[config.mk]
export PLATFORM = sky130hd
export DESIGN_NAME = fqt_host
export DESIGN_NICKNAME = d
export VERILOG_FILES = /design/src/verilog/fqt_pkg.sv /design/src/verilog/fqt_cyc_if.sv /design/src/verilog/fqt_cycle.sv /design/src/verilog/fqt_host.sv
export SDC_FILE = /design/constraint.sdc
export NUM_CORES = 1
export LEC_CHECK = 0
export ABC_AREA = 0
export ABC_CLOCK_PERIOD_IN_PS = 2500
export BUFFER_PORTS_ARGS = -buffer_cell sky130_fd_sc_hd__buf_4
export CAP_MARGIN = 20
export CORE_ASPECT_RATIO = 0.75
export CORE_MARGIN = 1.5
export CORE_UTILIZATION = 53
export CTS_BUF_LIST = sky130_fd_sc_hd__clkbuf_16
export CTS_CLUSTER_SIZE = 10
export DETAILED_ROUTE_END_ITERATION = 8
export PLACE_DENSITY_LB_ADDON = 0.3
export SYNTH_ARGS = -nofsm -noshare
export SYNTH_HDL_FRONTEND = slang
export SYNTH_HIERARCHICAL = 1
export SYNTH_SLANG_ARGS = --single-unit
[constraint.sdc]
create_clock -name sys_clk -period 2.5 [get_ports sys_clk]
set_input_delay 0.125 -clock sys_clk [delete_from_list [all_inputs] [get_ports sys_clk]]
set_output_delay 0.125 -clock sys_clk [all_outputs]
set_load 0.01 [all_outputs]
[src/verilog/fqt_pkg.sv]
// query-table reader constants: commands, addresses, timing, expected table
// assumes a 10 MHz single clock and a parallel flash on the far side of the pins
// Functional notes
// - query entry: 98h at 55h word, AAh byte
// - word mode: address bits seven upward zero
// - reset command leaves query, back to array
// - entry also legal from identification state
`default_nettype none

package fqt_pkg;

	// ------------------------------------------------------------------
	// command bytes and addresses
	// ------------------------------------------------------------------
	localparam logic [7:0]  CMD_QUERY    = 8'h98;      // query entry byte
	localparam logic [7:0]  CMD_RESET    = 8'hF0;      // reset byte, plain default
	localparam logic [20:0] ADDR_QRY_W   = 21'h000055; // entry address, word mode
	localparam logic [20:0] ADDR_QRY_B   = 21'h0000AA; // entry address, byte mode
	localparam logic [20:0] ADDR_RESET   = 21'h000000; // reset address, any will do
	localparam logic [5:0]  IDX_FIRST    = 6'h10;      // first table word
	localparam logic [5:0]  IDX_LAST     = 6'h3C;      // last table word

	// ------------------------------------------------------------------
	// timing
	// ------------------------------------------------------------------
	localparam int          CLK_NS       = 100;        // sys_clk period
	localparam int          T_STROBE_NS  = 200;        // least strobe width
	localparam int          STROBE_CYC_I = (T_STROBE_NS + CLK_NS - 1) / CLK_NS;
	localparam logic [2:0]  STROBE_CYC   = 3'(STROBE_CYC_I < 1 ? 1 : STROBE_CYC_I);
	localparam logic [2:0]  SYNC_CYC     = 3'h3;       // pin synchroniser depth

	// ------------------------------------------------------------------
	// reset values
	// ------------------------------------------------------------------
	localparam logic        STROBE_OFF   = 1'b1;       // active-low strobes idle high
	localparam logic [5:0]  CNT_RST      = 6'h00;      // counters clear
	localparam logic        BYTE_N_RST   = 1'b1;       // width pin: word mode after reset

	// ------------------------------------------------------------------
	// expected table contents, by word index
	// ------------------------------------------------------------------
	function automatic logic [15:0] fqt_expect(input logic [5:0] idx);
		logic [15:0] v;
		v = 16'h0000;                                // unlisted words read zero
		case (idx)
			6'h10: v = 16'h0051;
			6'h11: v = 16'h0052;
			6'h12: v = 16'h0059;
			6'h13: v = 16'h0002;
			6'h15: v = 16'h0040;
			6'h1B: v = 16'h0027;
			6'h1C: v = 16'h0036;
			6'h1F: v = 16'h0007;
			6'h21: v = 16'h000A;
			6'h23: v = 16'h0001;
			6'h25: v = 16'h0004;
			6'h27: v = 16'h0015;
			6'h28: v = 16'h0002;
			6'h2C: v = 16'h0004;
			6'h2F: v = 16'h0040;
			6'h31: v = 16'h0001;
			6'h33: v = 16'h0020;
			6'h37: v = 16'h0080;
			6'h39: v = 16'h001E;
			6'h3C: v = 16'h0001;
			default: v = 16'h0000;
		endcase
		return v;
	endfunction

	// word index to pin address, doubled in byte mode
	function automatic logic [20:0] fqt_map(input logic [5:0] idx, input logic byte_mode);
		logic [20:0] a;
		a = byte_mode ? {14'h0000, idx, 1'b0} : {15'h0000, idx};
		return a;
	endfunction

endpackage

`default_nettype wire

[src/verilog/fqt_cyc_if.sv]
// request/answer link between the sequencer and the bus cycle engine
// assumes both ends run on sys_clk
`default_nettype none

interface fqt_cyc_if;
	logic        req;    // one-cycle request pulse
	logic        is_wr;  // write cycle when high
	logic [20:0] addr;   // pin address
	logic [7:0]  wdata;  // command byte
	logic        ack;    // one-cycle completion pulse
	logic [15:0] rdata;  // captured read data, valid with ack

	modport seq (output req, output is_wr, output addr, output wdata, input ack, input rdata);
	modport eng (input req, input is_wr, input addr, input wdata, output ack, output rdata);
endinterface

`default_nettype wire

[src/verilog/fqt_cycle.sv]
// bus cycle engine: one write or read strobe on the flash pins per request
// assumes the flash data pins are asynchronous to sys_clk
`default_nettype none

module fqt_cycle
(
	input  wire logic        sys_clk,
	input  wire logic        srst,
	fqt_cyc_if.eng           cyc,
	output logic [20:0]      flash_addr,
	output logic [15:0]      flash_dq_o,
	output logic             flash_dq_oe,
	input  wire logic [15:0] flash_dq_i,
	output logic             flash_ce_n,
	output logic             flash_we_n,
	output logic             flash_oe_n
);

	// ------------------------------------------------------------------
	// state
	// ------------------------------------------------------------------
	typedef enum logic [2:0]
	{
		E_IDLE   = 3'h0,
		E_SETUP  = 3'h1,
		E_STROBE = 3'h3,
		E_SAMPLE = 3'h2,
		E_HOLD   = 3'h6
	} fqt_eng_st_t;

	typedef struct packed
	{
		fqt_eng_st_t st;     // cycle phase
		logic        wr;     // current cycle is a write
		logic [2:0]  cnt;    // phase counter
		logic [15:0] s1;     // first sync stage, read only by s2
		logic [15:0] s2;     // second sync stage
		logic [15:0] s3;     // third sync stage
		logic [20:0] addr;   // pin address
		logic [15:0] dq_o;   // pin data out
		logic        dq_oe;  // pin data enable
		logic        ce_n;   // chip select
		logic        we_n;   // write strobe
		logic        oe_n;   // read strobe
		logic        ack;    // completion pulse
		logic [15:0] rdata;  // captured data
	} fqt_eng_t;

	fqt_eng_t q;  // registered state
	fqt_eng_t d;  // next state

	// ------------------------------------------------------------------
	// next state
	// ------------------------------------------------------------------
	always_comb
	begin
		d     = q;
		d.ack = 1'b0;
		d.s1  = flash_dq_i;
		d.s2  = q.s1;
		d.s3  = q.s2;
		case (q.st)
			E_IDLE:
			begin
				// address and chip select first, strobe a cycle later
				if (cyc.req)
				begin
					d.addr  = cyc.addr;
					d.dq_o  = {8'h00, cyc.wdata};
					d.dq_oe = cyc.is_wr;
					d.wr    = cyc.is_wr;
					d.ce_n  = 1'b0;
					d.cnt   = 3'h0;
					d.st    = E_SETUP;
				end
			end
			E_SETUP:
			begin
				// strobe falls after chip select: its fall is the later one
				if (q.wr)
					d.we_n = 1'b0;
				else
					d.oe_n = 1'b0;
				d.st = E_STROBE;
			end
			E_STROBE:
			begin
				d.cnt = q.cnt + 3'h1;
				if (q.cnt == fqt_pkg::STROBE_CYC - 3'h1)
				begin
					d.cnt = 3'h0;
					if (q.wr)
					begin
						// strobe rises before chip select; data still driven
						d.we_n = 1'b1;
						d.st   = E_HOLD;
					end
					else
						d.st = E_SAMPLE;
				end
			end
			E_SAMPLE:
			begin
				// wait out the synchroniser, then take data once stages agree
				if (q.cnt < fqt_pkg::SYNC_CYC)
					d.cnt = q.cnt + 3'h1;
				else if (q.s2 == q.s3)
				begin
					d.rdata = q.s3;
					d.oe_n  = 1'b1;
					d.st    = E_HOLD;
				end
			end
			E_HOLD:
			begin
				// release the bus and answer
				d.ce_n  = 1'b1;
				d.dq_oe = 1'b0;
				d.ack   = 1'b1;
				d.st    = E_IDLE;
			end
			default:
				d.st = E_IDLE;
		endcase
	end

	// ------------------------------------------------------------------
	// registers
	// ------------------------------------------------------------------
	always_ff @(posedge sys_clk)
	begin
		if (srst)
		begin
			q      <= '0;
			q.ce_n <= fqt_pkg::STROBE_OFF;
			q.we_n <= fqt_pkg::STROBE_OFF;
			q.oe_n <= fqt_pkg::STROBE_OFF;
		end
		else
			q <= d;
	end

	assign flash_addr  = q.addr;
	assign flash_dq_o  = q.dq_o;
	assign flash_dq_oe = q.dq_oe;
	assign flash_ce_n  = q.ce_n;
	assign flash_we_n  = q.we_n;
	assign flash_oe_n  = q.oe_n;
	assign cyc.ack     = q.ack;
	assign cyc.rdata   = q.rdata;
endmodule

`default_nettype wire

[src/verilog/fqt_host.sv]
// query-table reader: enters query mode, reads every table word, leaves
// assumes one flash on the pins, nothing else sharing the bus
`default_nettype none

module fqt_host
(
	input  wire logic        sys_clk,
	input  wire logic        srst,
	input  wire logic        start,
	input  wire logic        byte_mode,
	output logic             busy,
	output logic             done,
	output logic             pass,
	output logic [5:0]       mism_cnt,
	output logic [5:0]       first_bad,
	output logic [20:0]      flash_addr,
	output logic [15:0]      flash_dq_o,
	output logic             flash_dq_oe,
	input  wire logic [15:0] flash_dq_i,
	output logic             flash_ce_n,
	output logic             flash_we_n,
	output logic             flash_oe_n,
	output logic             flash_byte_n
);

	// ------------------------------------------------------------------
	// sequencer state
	// ------------------------------------------------------------------
	typedef enum logic [2:0]
	{
		H_IDLE  = 3'h0,
		H_ENTRY = 3'h1,
		H_READ  = 3'h3,
		H_EXIT  = 3'h2
	} fqt_seq_st_t;

	typedef struct packed
	{
		fqt_seq_st_t st;        // sequencer phase
		logic [5:0]  idx;       // table word being read
		logic        byte_md;   // mode caught at start
		logic        byte_n;    // width pin, low in byte mode, kept in its own flop
		logic        req;       // cycle request pulse
		logic        is_wr;     // request is a write
		logic [20:0] addr;      // request address
		logic [7:0]  wdata;     // request command byte
		logic        busy;      // run in progress
		logic        done;      // run finished, held until next start
		logic        pass;      // no mismatch in last run
		logic [5:0]  mism;      // mismatch count
		logic [5:0]  bad;       // first mismatching word
		logic        seen_bad;  // first_bad already caught
	} fqt_seq_t;

	fqt_seq_t q;  // registered state
	fqt_seq_t d;  // next state

	fqt_cyc_if cyc ();  // link to the cycle engine

	logic [15:0] got;   // compared read value
	logic [15:0] want;  // expected value for this word

	// ------------------------------------------------------------------
	// compare: byte mode only sees the low lines, upper byte taken as zero
	// ------------------------------------------------------------------
	always_comb
	begin
		want = fqt_pkg::fqt_expect(q.idx);
		got  = q.byte_md ? {8'h00, cyc.rdata[7:0]} : cyc.rdata;
	end

	// ------------------------------------------------------------------
	// next state
	// ------------------------------------------------------------------
	always_comb
	begin
		d     = q;
		d.req = 1'b0;
		case (q.st)
			H_IDLE:
			begin
				// entry is issued with no reset first, so a flash left in
				// identification mode goes straight to query mode too
				if (start)
				begin
					d.byte_md  = byte_mode;
					d.byte_n   = !byte_mode;
					d.busy     = 1'b1;
					d.done     = 1'b0;
					d.pass     = 1'b0;
					d.mism     = fqt_pkg::CNT_RST;
					d.bad      = fqt_pkg::CNT_RST;
					d.seen_bad = 1'b0;
					d.req      = 1'b1;
					d.is_wr    = 1'b1;
					d.wdata    = fqt_pkg::CMD_QUERY;
					d.addr     = byte_mode ? fqt_pkg::ADDR_QRY_B : fqt_pkg::ADDR_QRY_W;
					d.st       = H_ENTRY;
				end
			end
			H_ENTRY:
			begin
				// entry written: first table read
				if (cyc.ack)
				begin
					d.idx   = fqt_pkg::IDX_FIRST;
					d.req   = 1'b1;
					d.is_wr = 1'b0;
					d.addr  = fqt_pkg::fqt_map(fqt_pkg::IDX_FIRST, q.byte_md);
					d.st    = H_READ;
				end
			end
			H_READ:
			begin
				if (cyc.ack)
				begin
					// count mismatches, remember the first one
					if (got != want)
					begin
						d.mism = q.mism + 6'h01;
						if (!q.seen_bad)
						begin
							d.bad      = q.idx;
							d.seen_bad = 1'b1;
						end
					end
					d.req = 1'b1;
					if (q.idx == fqt_pkg::IDX_LAST)
					begin
						// table done: reset command back to array reads
						d.is_wr = 1'b1;
						d.wdata = fqt_pkg::CMD_RESET;
						d.addr  = fqt_pkg::ADDR_RESET;
						d.st    = H_EXIT;
					end
					else
					begin
						d.idx   = q.idx + 6'h01;
						d.is_wr = 1'b0;
						d.addr  = fqt_pkg::fqt_map(q.idx + 6'h01, q.byte_md);
					end
				end
			end
			H_EXIT:
			begin
				// flash back in array mode; results stand until next start
				if (cyc.ack)
				begin
					d.busy = 1'b0;
					d.done = 1'b1;
					d.pass = (q.mism == fqt_pkg::CNT_RST);
					d.st   = H_IDLE;
				end
			end
			default:
				d.st = H_IDLE;
		endcase
	end

	// ------------------------------------------------------------------
	// registers
	// ------------------------------------------------------------------
	always_ff @(posedge sys_clk)
	begin
		if (srst)
		begin
			q        <= '0;
			q.byte_n <= fqt_pkg::BYTE_N_RST;            // word mode until a run says otherwise
		end
		else
			q <= d;
	end

	// ------------------------------------------------------------------
	// engine hookup
	// ------------------------------------------------------------------
	assign cyc.req   = q.req;
	assign cyc.is_wr = q.is_wr;
	assign cyc.addr  = q.addr;
	assign cyc.wdata = q.wdata;

	fqt_cycle u_cycle
	(
		.sys_clk     (sys_clk),
		.srst        (srst),
		.cyc         (cyc.eng),
		.flash_addr  (flash_addr),
		.flash_dq_o  (flash_dq_o),
		.flash_dq_oe (flash_dq_oe),
		.flash_dq_i  (flash_dq_i),
		.flash_ce_n  (flash_ce_n),
		.flash_we_n  (flash_we_n),
		.flash_oe_n  (flash_oe_n)
	);

	// status outputs straight from the state flops
	assign busy         = q.busy;
	assign done         = q.done;
	assign pass         = q.pass;
	assign mism_cnt     = q.mism;
	assign first_bad    = q.bad;
	assign flash_byte_n = q.byte_n;
endmodule

`default_nettype wire

# Word level (Yosys, flattened, before mapping)
# Memory sizes are Yosys's and may differ from the RTL's. A register that Yosys moved wholly into a read port is not among the register bits.
# Index checks and enable logic that the tools add are counted.
# classes
n_bitwise	1
n_addsub	3
n_eq_ne	27
n_reduce_logical	27
n_mux	47
n_lt_le_gt_ge	1
# ops
op	n
23-bit case mux with 3 select lines	1
47-bit two-way mux	1
31-bit two-way mux	1
3-bit two-way mux	10
4-bit AND reduction	7
13-bit two-way mux	2
13-bit case mux with 2 select lines	1
6-bit two-way mux	4
3-bit case mux with 4 select lines	2
23-bit two-way mux	1
22-bit two-way mux	1
7-bit two-way mux	3
9-bit two-way mux	2
16-bit == test	1
16-bit two-way mux	1
8-bit two-way mux	2
16-bit inequality test	1
2-bit by 1-bit inequality test with 1-bit output, second input constant	8
2-bit inequality test, second input constant	8
8-bit case mux with 2 select lines	1
6-bit by 1-bit adder with 6-bit output, second input constant	2
3-bit by 2-bit == test with 1-bit output, second input constant	4
6-bit case mux with 2 select lines	1
2-bit nonzero test	6
other kinds (19)	35
# word_totals
reg_bits	163
output_inout_bits	57
memories	1
inputBits	20
mem_bits_ro	512
# mem_list
memory	words	word_bits	rd	rd_ports_with_merged_regs	wr	line_no	source
(name not given)	64	8	1	1	0	fqt_pkg.sv:45	case (idx)

# Longest topological paths before layout
# depth
depth_word	6
mapped_depth	11
depth_no_buf	11

# Hierarchy
# Netlist, hierarchy kept.
# modules_own_cells
mod	area_per_inst_um2	n_inst	seq_area_each_um2	cells_per_inst
fqt_cycle	4154.0	1	2102.0	444
fqt_host	2547.4	1	940.9	315

# Worst setup path before layout
# OpenSTA, ideal clock, no wires.
# synth_path
path_type	reg-to-reg
from	register q[49] (netlist name)
to	register want[0] (netlist name)
setup_slack_ps	50
arrival_time_ps	2315
t_required_ps	2365
synth_period_minus_slack_ps	2450
path_stages_with_launch	11
setup_time_ps	135
cell_sequence	dfxtp_1 inv_1 ha_1 and2_1 a21oi_1 o2bb2ai_1 inv_1 ha_1 and3_1 o311ai_0 o21ai_0
# synth_between
elab_chain_cells	6
word_cells_on_any_way	9
# synth_lines
item	line_no	source
from (decl)	fqt_host.sv:55	fqt_seq_t q;
6-bit by 1-bit adder with 6-bit output	fqt_host.sv:138	d.idx = q.idx + 6'h01;
6-bit two-way mux	fqt_host.sv:128	if (q.idx == fqt_pkg::IDX_LAST)
9-bit two-way mux	fqt_host.sv:115	if (cyc.ack)
6-bit case mux with 2 select lines	fqt_host.sv:79	case (q.st)
6-bit two-way mux (no line) (*) (2 in series)	-	
# Mark *: on every way between the ends. The rest lies on a longest branch, timed or not. The select of a mux whose other input is x is not followed.
# A chain may end at the register's enable or synchronous reset.

# Final worst setup path
# layout_path
from	register q[49] (netlist name)
to	register want[0] (netlist name)
# layout_between
elab_chain_cells	6
word_cells_on_any_way	9
# layout_lines
item	line_no
6-bit by 1-bit adder with 6-bit output	fqt_host.sv:138
6-bit two-way mux	fqt_host.sv:128
9-bit two-way mux	fqt_host.sv:115
6-bit case mux with 2 select lines	fqt_host.sv:79
6-bit two-way mux (no line) (*) (2 in series)	-
# Marked as above.

==> results.json <==
{
  "status": "finished, final reports clean",
  "synthTopCellsByCount": "152 x dfxtp_1, 100 x nand2_1, 66 x buf_4",
  "cts_buffer_depth": 2,
  "worstSetupStartpoint": "q[49]$_SDFFE_PP0N_",
  "fin_nets": 827,
  "synth-compound-area-share": 0.126,
  "synth_xor_area_frac": 0.0392,
  "routed_wl_um": 13200,
  "place_hpwl_um": 8960,
  "path_buf_inv": 1,
  "syn_area_um2": 6700,
  "ys_ff_latch": 152,
  "start_util": 0.545,
  "final_cells": 978,
  "cts.root.buffer_cell": "clkbuf_16",
  "vias_per_cell": 5.20,
  "insertion_delay_ns": 0.41,
  "die_area_um2": 13300,
  "grt_pass1_vias": 4730,
  "synth_seq_area_share": 0.454,
  "power.density_nw_per_um2": 696,
  "grt_usage": 0.207,
  "async_reset_ff_frac": 0,
  "antenna_found_initial": 0,
  "max_freq_mhz": 431,
  "io_buffers": 68,
  "num_io_pins": 77,
  "fin_area_um2": 7750,
  "drv_cap": 0,
  "ff2ff_setup_slack_ns": 0.18,
  "critPathArrivalTime_ns": 2.60,
  "cts_tree": "built",
  "die_w_um": 133,
  "rsz0062_at_grt": "no",
  "synth_top_area_frac": 0.454,
  "place_inst": 929,
  "crit_end": "want[0]$_DFF_P_",
  "synthTopCellsByArea": "dfxtp_1 45%, buf_4 7.4%, nand2_1 5.6%, nor2b_1 5.1%, a21oi_1 4.7%",
  "tns_ns": 0,
  "synth_top_family_by_area": "simple AND/OR/NAND/NOR gates",
  "worstHoldPathType": "in -> reg",
  "synth_edf_count": 0,
  "pre_cts_slack_ns": 0.168,
  "worstPathMaxFanout": 5,
  "setup_violations": 0,
  "grt_max_degree": 139,
  "drtAntennaViolNets": 0,
  "synth_adder_area_share": 0.0149,
  "r2r_start": "q[49]$_SDFFE_PP0N_",
  "hold_violations": 0,
  "vdd_drop_max_v": 0.000551,
  "vias": 5087,
  "core-area_um2": 12300,
  "worstSetupStartpointType": "flip-flop",
  "place.gp.congestion": 0.890,
  "drive_above_1_share": 0.161,
  "synth_area_leader_cell": "dfxtp_1",
  "critPathKind": "reg -> reg",
  "slew_violations": 0,
  "n_antenna_cell": 0,
  "grt_pass1_wl_um": 22300,
  "final_util": 0.630,
  "maxSlewHeadroom": 0.609,
  "clkSlewWorstSetupHoldPaths_ns": 0.06,
  "dpl_cell_area_um2": 6960,
  "min_period_ns": 2.32,
  "avgSynthCellArea_um2": 8.83,
  "finalWorstSetupSlack_ns": 0.181,
  "synth_top_flop_cell": "dfxtp_1",
  "crit_path_end_kind": "flip-flop",
  "fin_crit_sh": 0.928,
  "path_cells": "inv_1, ha_2, nand2_1, o32a_1, a21o_1, ha_1, and3_1, o311ai_0, o21ai_1",
  "drtIter0Drc": 477,
  "die_y_um": 100,
  "overflow": 0,
  "cts.sinks": 152,
  "path_depth": 9,
  "synthSimpleGateAreaFrac": 0.223,
  "drcViolationCount": 0,
  "synth_mux_area_frac": 0.0286,
  "ys_warn_count": 6,
  "wl_per_cell_um": 13.5,
  "worst_r2r_endpoint": "want[0]$_DFF_P_",
  "skew_ns": 0.0105,
  "critPathTopFamily": "compound AO/OA/AOI/OAI gates",
  "cellLeakagePower_nw": 3.19,
  "critical_path_required_ns": 2.78,
  "synthCells": 759,
  "cpMaxStageDelayCell": "o32a_1",
  "drt-pass1-iter-count": 5,
  "fillers": 1022,
  "cts.htree.levels": 4,
  "r2r_cells": 9,
  "num_rows": 35,
  "cpPeakStageDelay_ns": 0.37,
  "syn2layout_area_growth_pct": 15.6,
  "yosysMostFrequentCell": "dfxtp_1",
  "numCtsBuffers": 17,
  "worstMarginPinSlew_ns": 0.583,
  "ys_types": 68
}
[cells in the final DEF, fill, tap and decap left out, types with 5 or more instances in the layout]
master	instances
nand2_1	100
a21oi_1	63
nand2b_1	36
nor2b_1	55
a32oi_1	7
inv_6	6
dfxtp_1	151
nor3_1	6
xor2_1	12
a31oi_1	5
o21ai_0	15
conb_1	24
nand3_1	19
mux2i_1	18
nor2_1	35
ha_1	7
nor4_1	8
dlygate4sd3_1	16
clkbuf_16	17
buf_4	86
xnor2_1	18
inv_1	20
[area by class of cell]
type / instances / area [µm²] / area share
clock buffers: 17 / 425 / 0.0549
clock inverters: 15 / 164 / 0.0212
inverters: 20 / 75.1 / 0.00969
multi-input cells: 505 / 3000 / 0.387
flip-flops and latches: 152 / 3040 / 0.393
well taps: 166 / 208 / 0.0268
repair buffers: 103 / 833 / 0.108
[logic make-up after synthesis]
kind of cell / count (synthesis)
flops: 152
simple gates: 292
buf+inv: 124
mux: 19
compound gates: 132
xor+xnor: 30
fa+ha+maj: 8
other cells: 2
[layer usage]
metal	part of all wire	vias to the layer above	routed length, µm	global-route usage
met5	0	-	0	0
met4	0.015	0	204	0.0820
met3	0.070	22	920	0.0500
met2	0.44	177	5850	0.323
met1	0.47	2329	6210	0.277
li1	-	2559	-	-
[through the flow]
stage	hold WS, ns	power [mW]
2_1_floorplan	0.253	2.81
3_3_place_gp	0.334	2.87
3_5_place_dp	0.339	2.88
4_1_cts	0.00163	5.44
5_1_grt	0.0216	5.61
6_report	0.0149	5.39
[power breakdown]
part | switching (mW) | total (mW) | leakage [nW] | internal, mW
clock network | 1.04 | 2.54 | 0.286 | 1.49
logic | 0.166 | 0.317 | 1.67 | 0.151
registers | 0.0471 | 2.54 | 1.24 | 2.49
total | 1.26 | 5.39 | 3.19 | 4.13
[worst min path at each step]
stage / start / to / slack, ns / cells past startpoint
2_1_floorplan: flash_dq_i[0] / u_cycle/d[74]$_SDFF_PP0_ / 0.25 / 1
3_3_place_gp: flash_dq_i[3] / u_cycle/d[77]$_SDFF_PP0_ / 0.33 / 2
3_5_place_dp: flash_dq_i[11] / u_cycle/d[85]$_SDFF_PP0_ / 0.34 / 2
4_1_cts: byte_mode / cyc.addr[1]$_SDFFE_PP0P_ / 0.002 / 3
5_1_grt: byte_mode / cyc.addr[1]$_SDFFE_PP0P_ / 0.02 / 3
6_report: byte_mode / cyc.addr[1]$_SDFFE_PP0P_ / 0.01 / 3
[sequential cells by signal, summed over array words and instances (netlist names)]
register,count
u_cycle/cyc.ack,1
cyc.wdata,3
q,10
u_cycle/flash_we_n,1
cyc.req,1
u_cycle/flash_addr,21
u_cycle/flash_oe_n,1
cyc.is_wr,1
want,8
done,1
pass,1
cyc.addr,8
u_cycle/q,23
busy,1
u_cycle/flash_dq_o,8
u_cycle/flash_ce_n,1
flash_byte_n,1
mism_cnt,6
first_bad,6
u_cycle/d,32
u_cycle/cyc.rdata,16
u_cycle/flash_dq_oe,1
[what timing repair did]
item | CTS | global route
hold buffers | 16 | 0
setup endpoints to repair | 0 | 6
buffers inserted | 0 | 0
resized for setup | 0 | 5
endpoints found under the hold margin | 16 | 0
[tightest hold or removal path, stage by stage]
cell	delay (ns)
buf_4	0.09
a222oi_1	0.08
nor2_1	0.09
(Power assumes the default switching activity.)
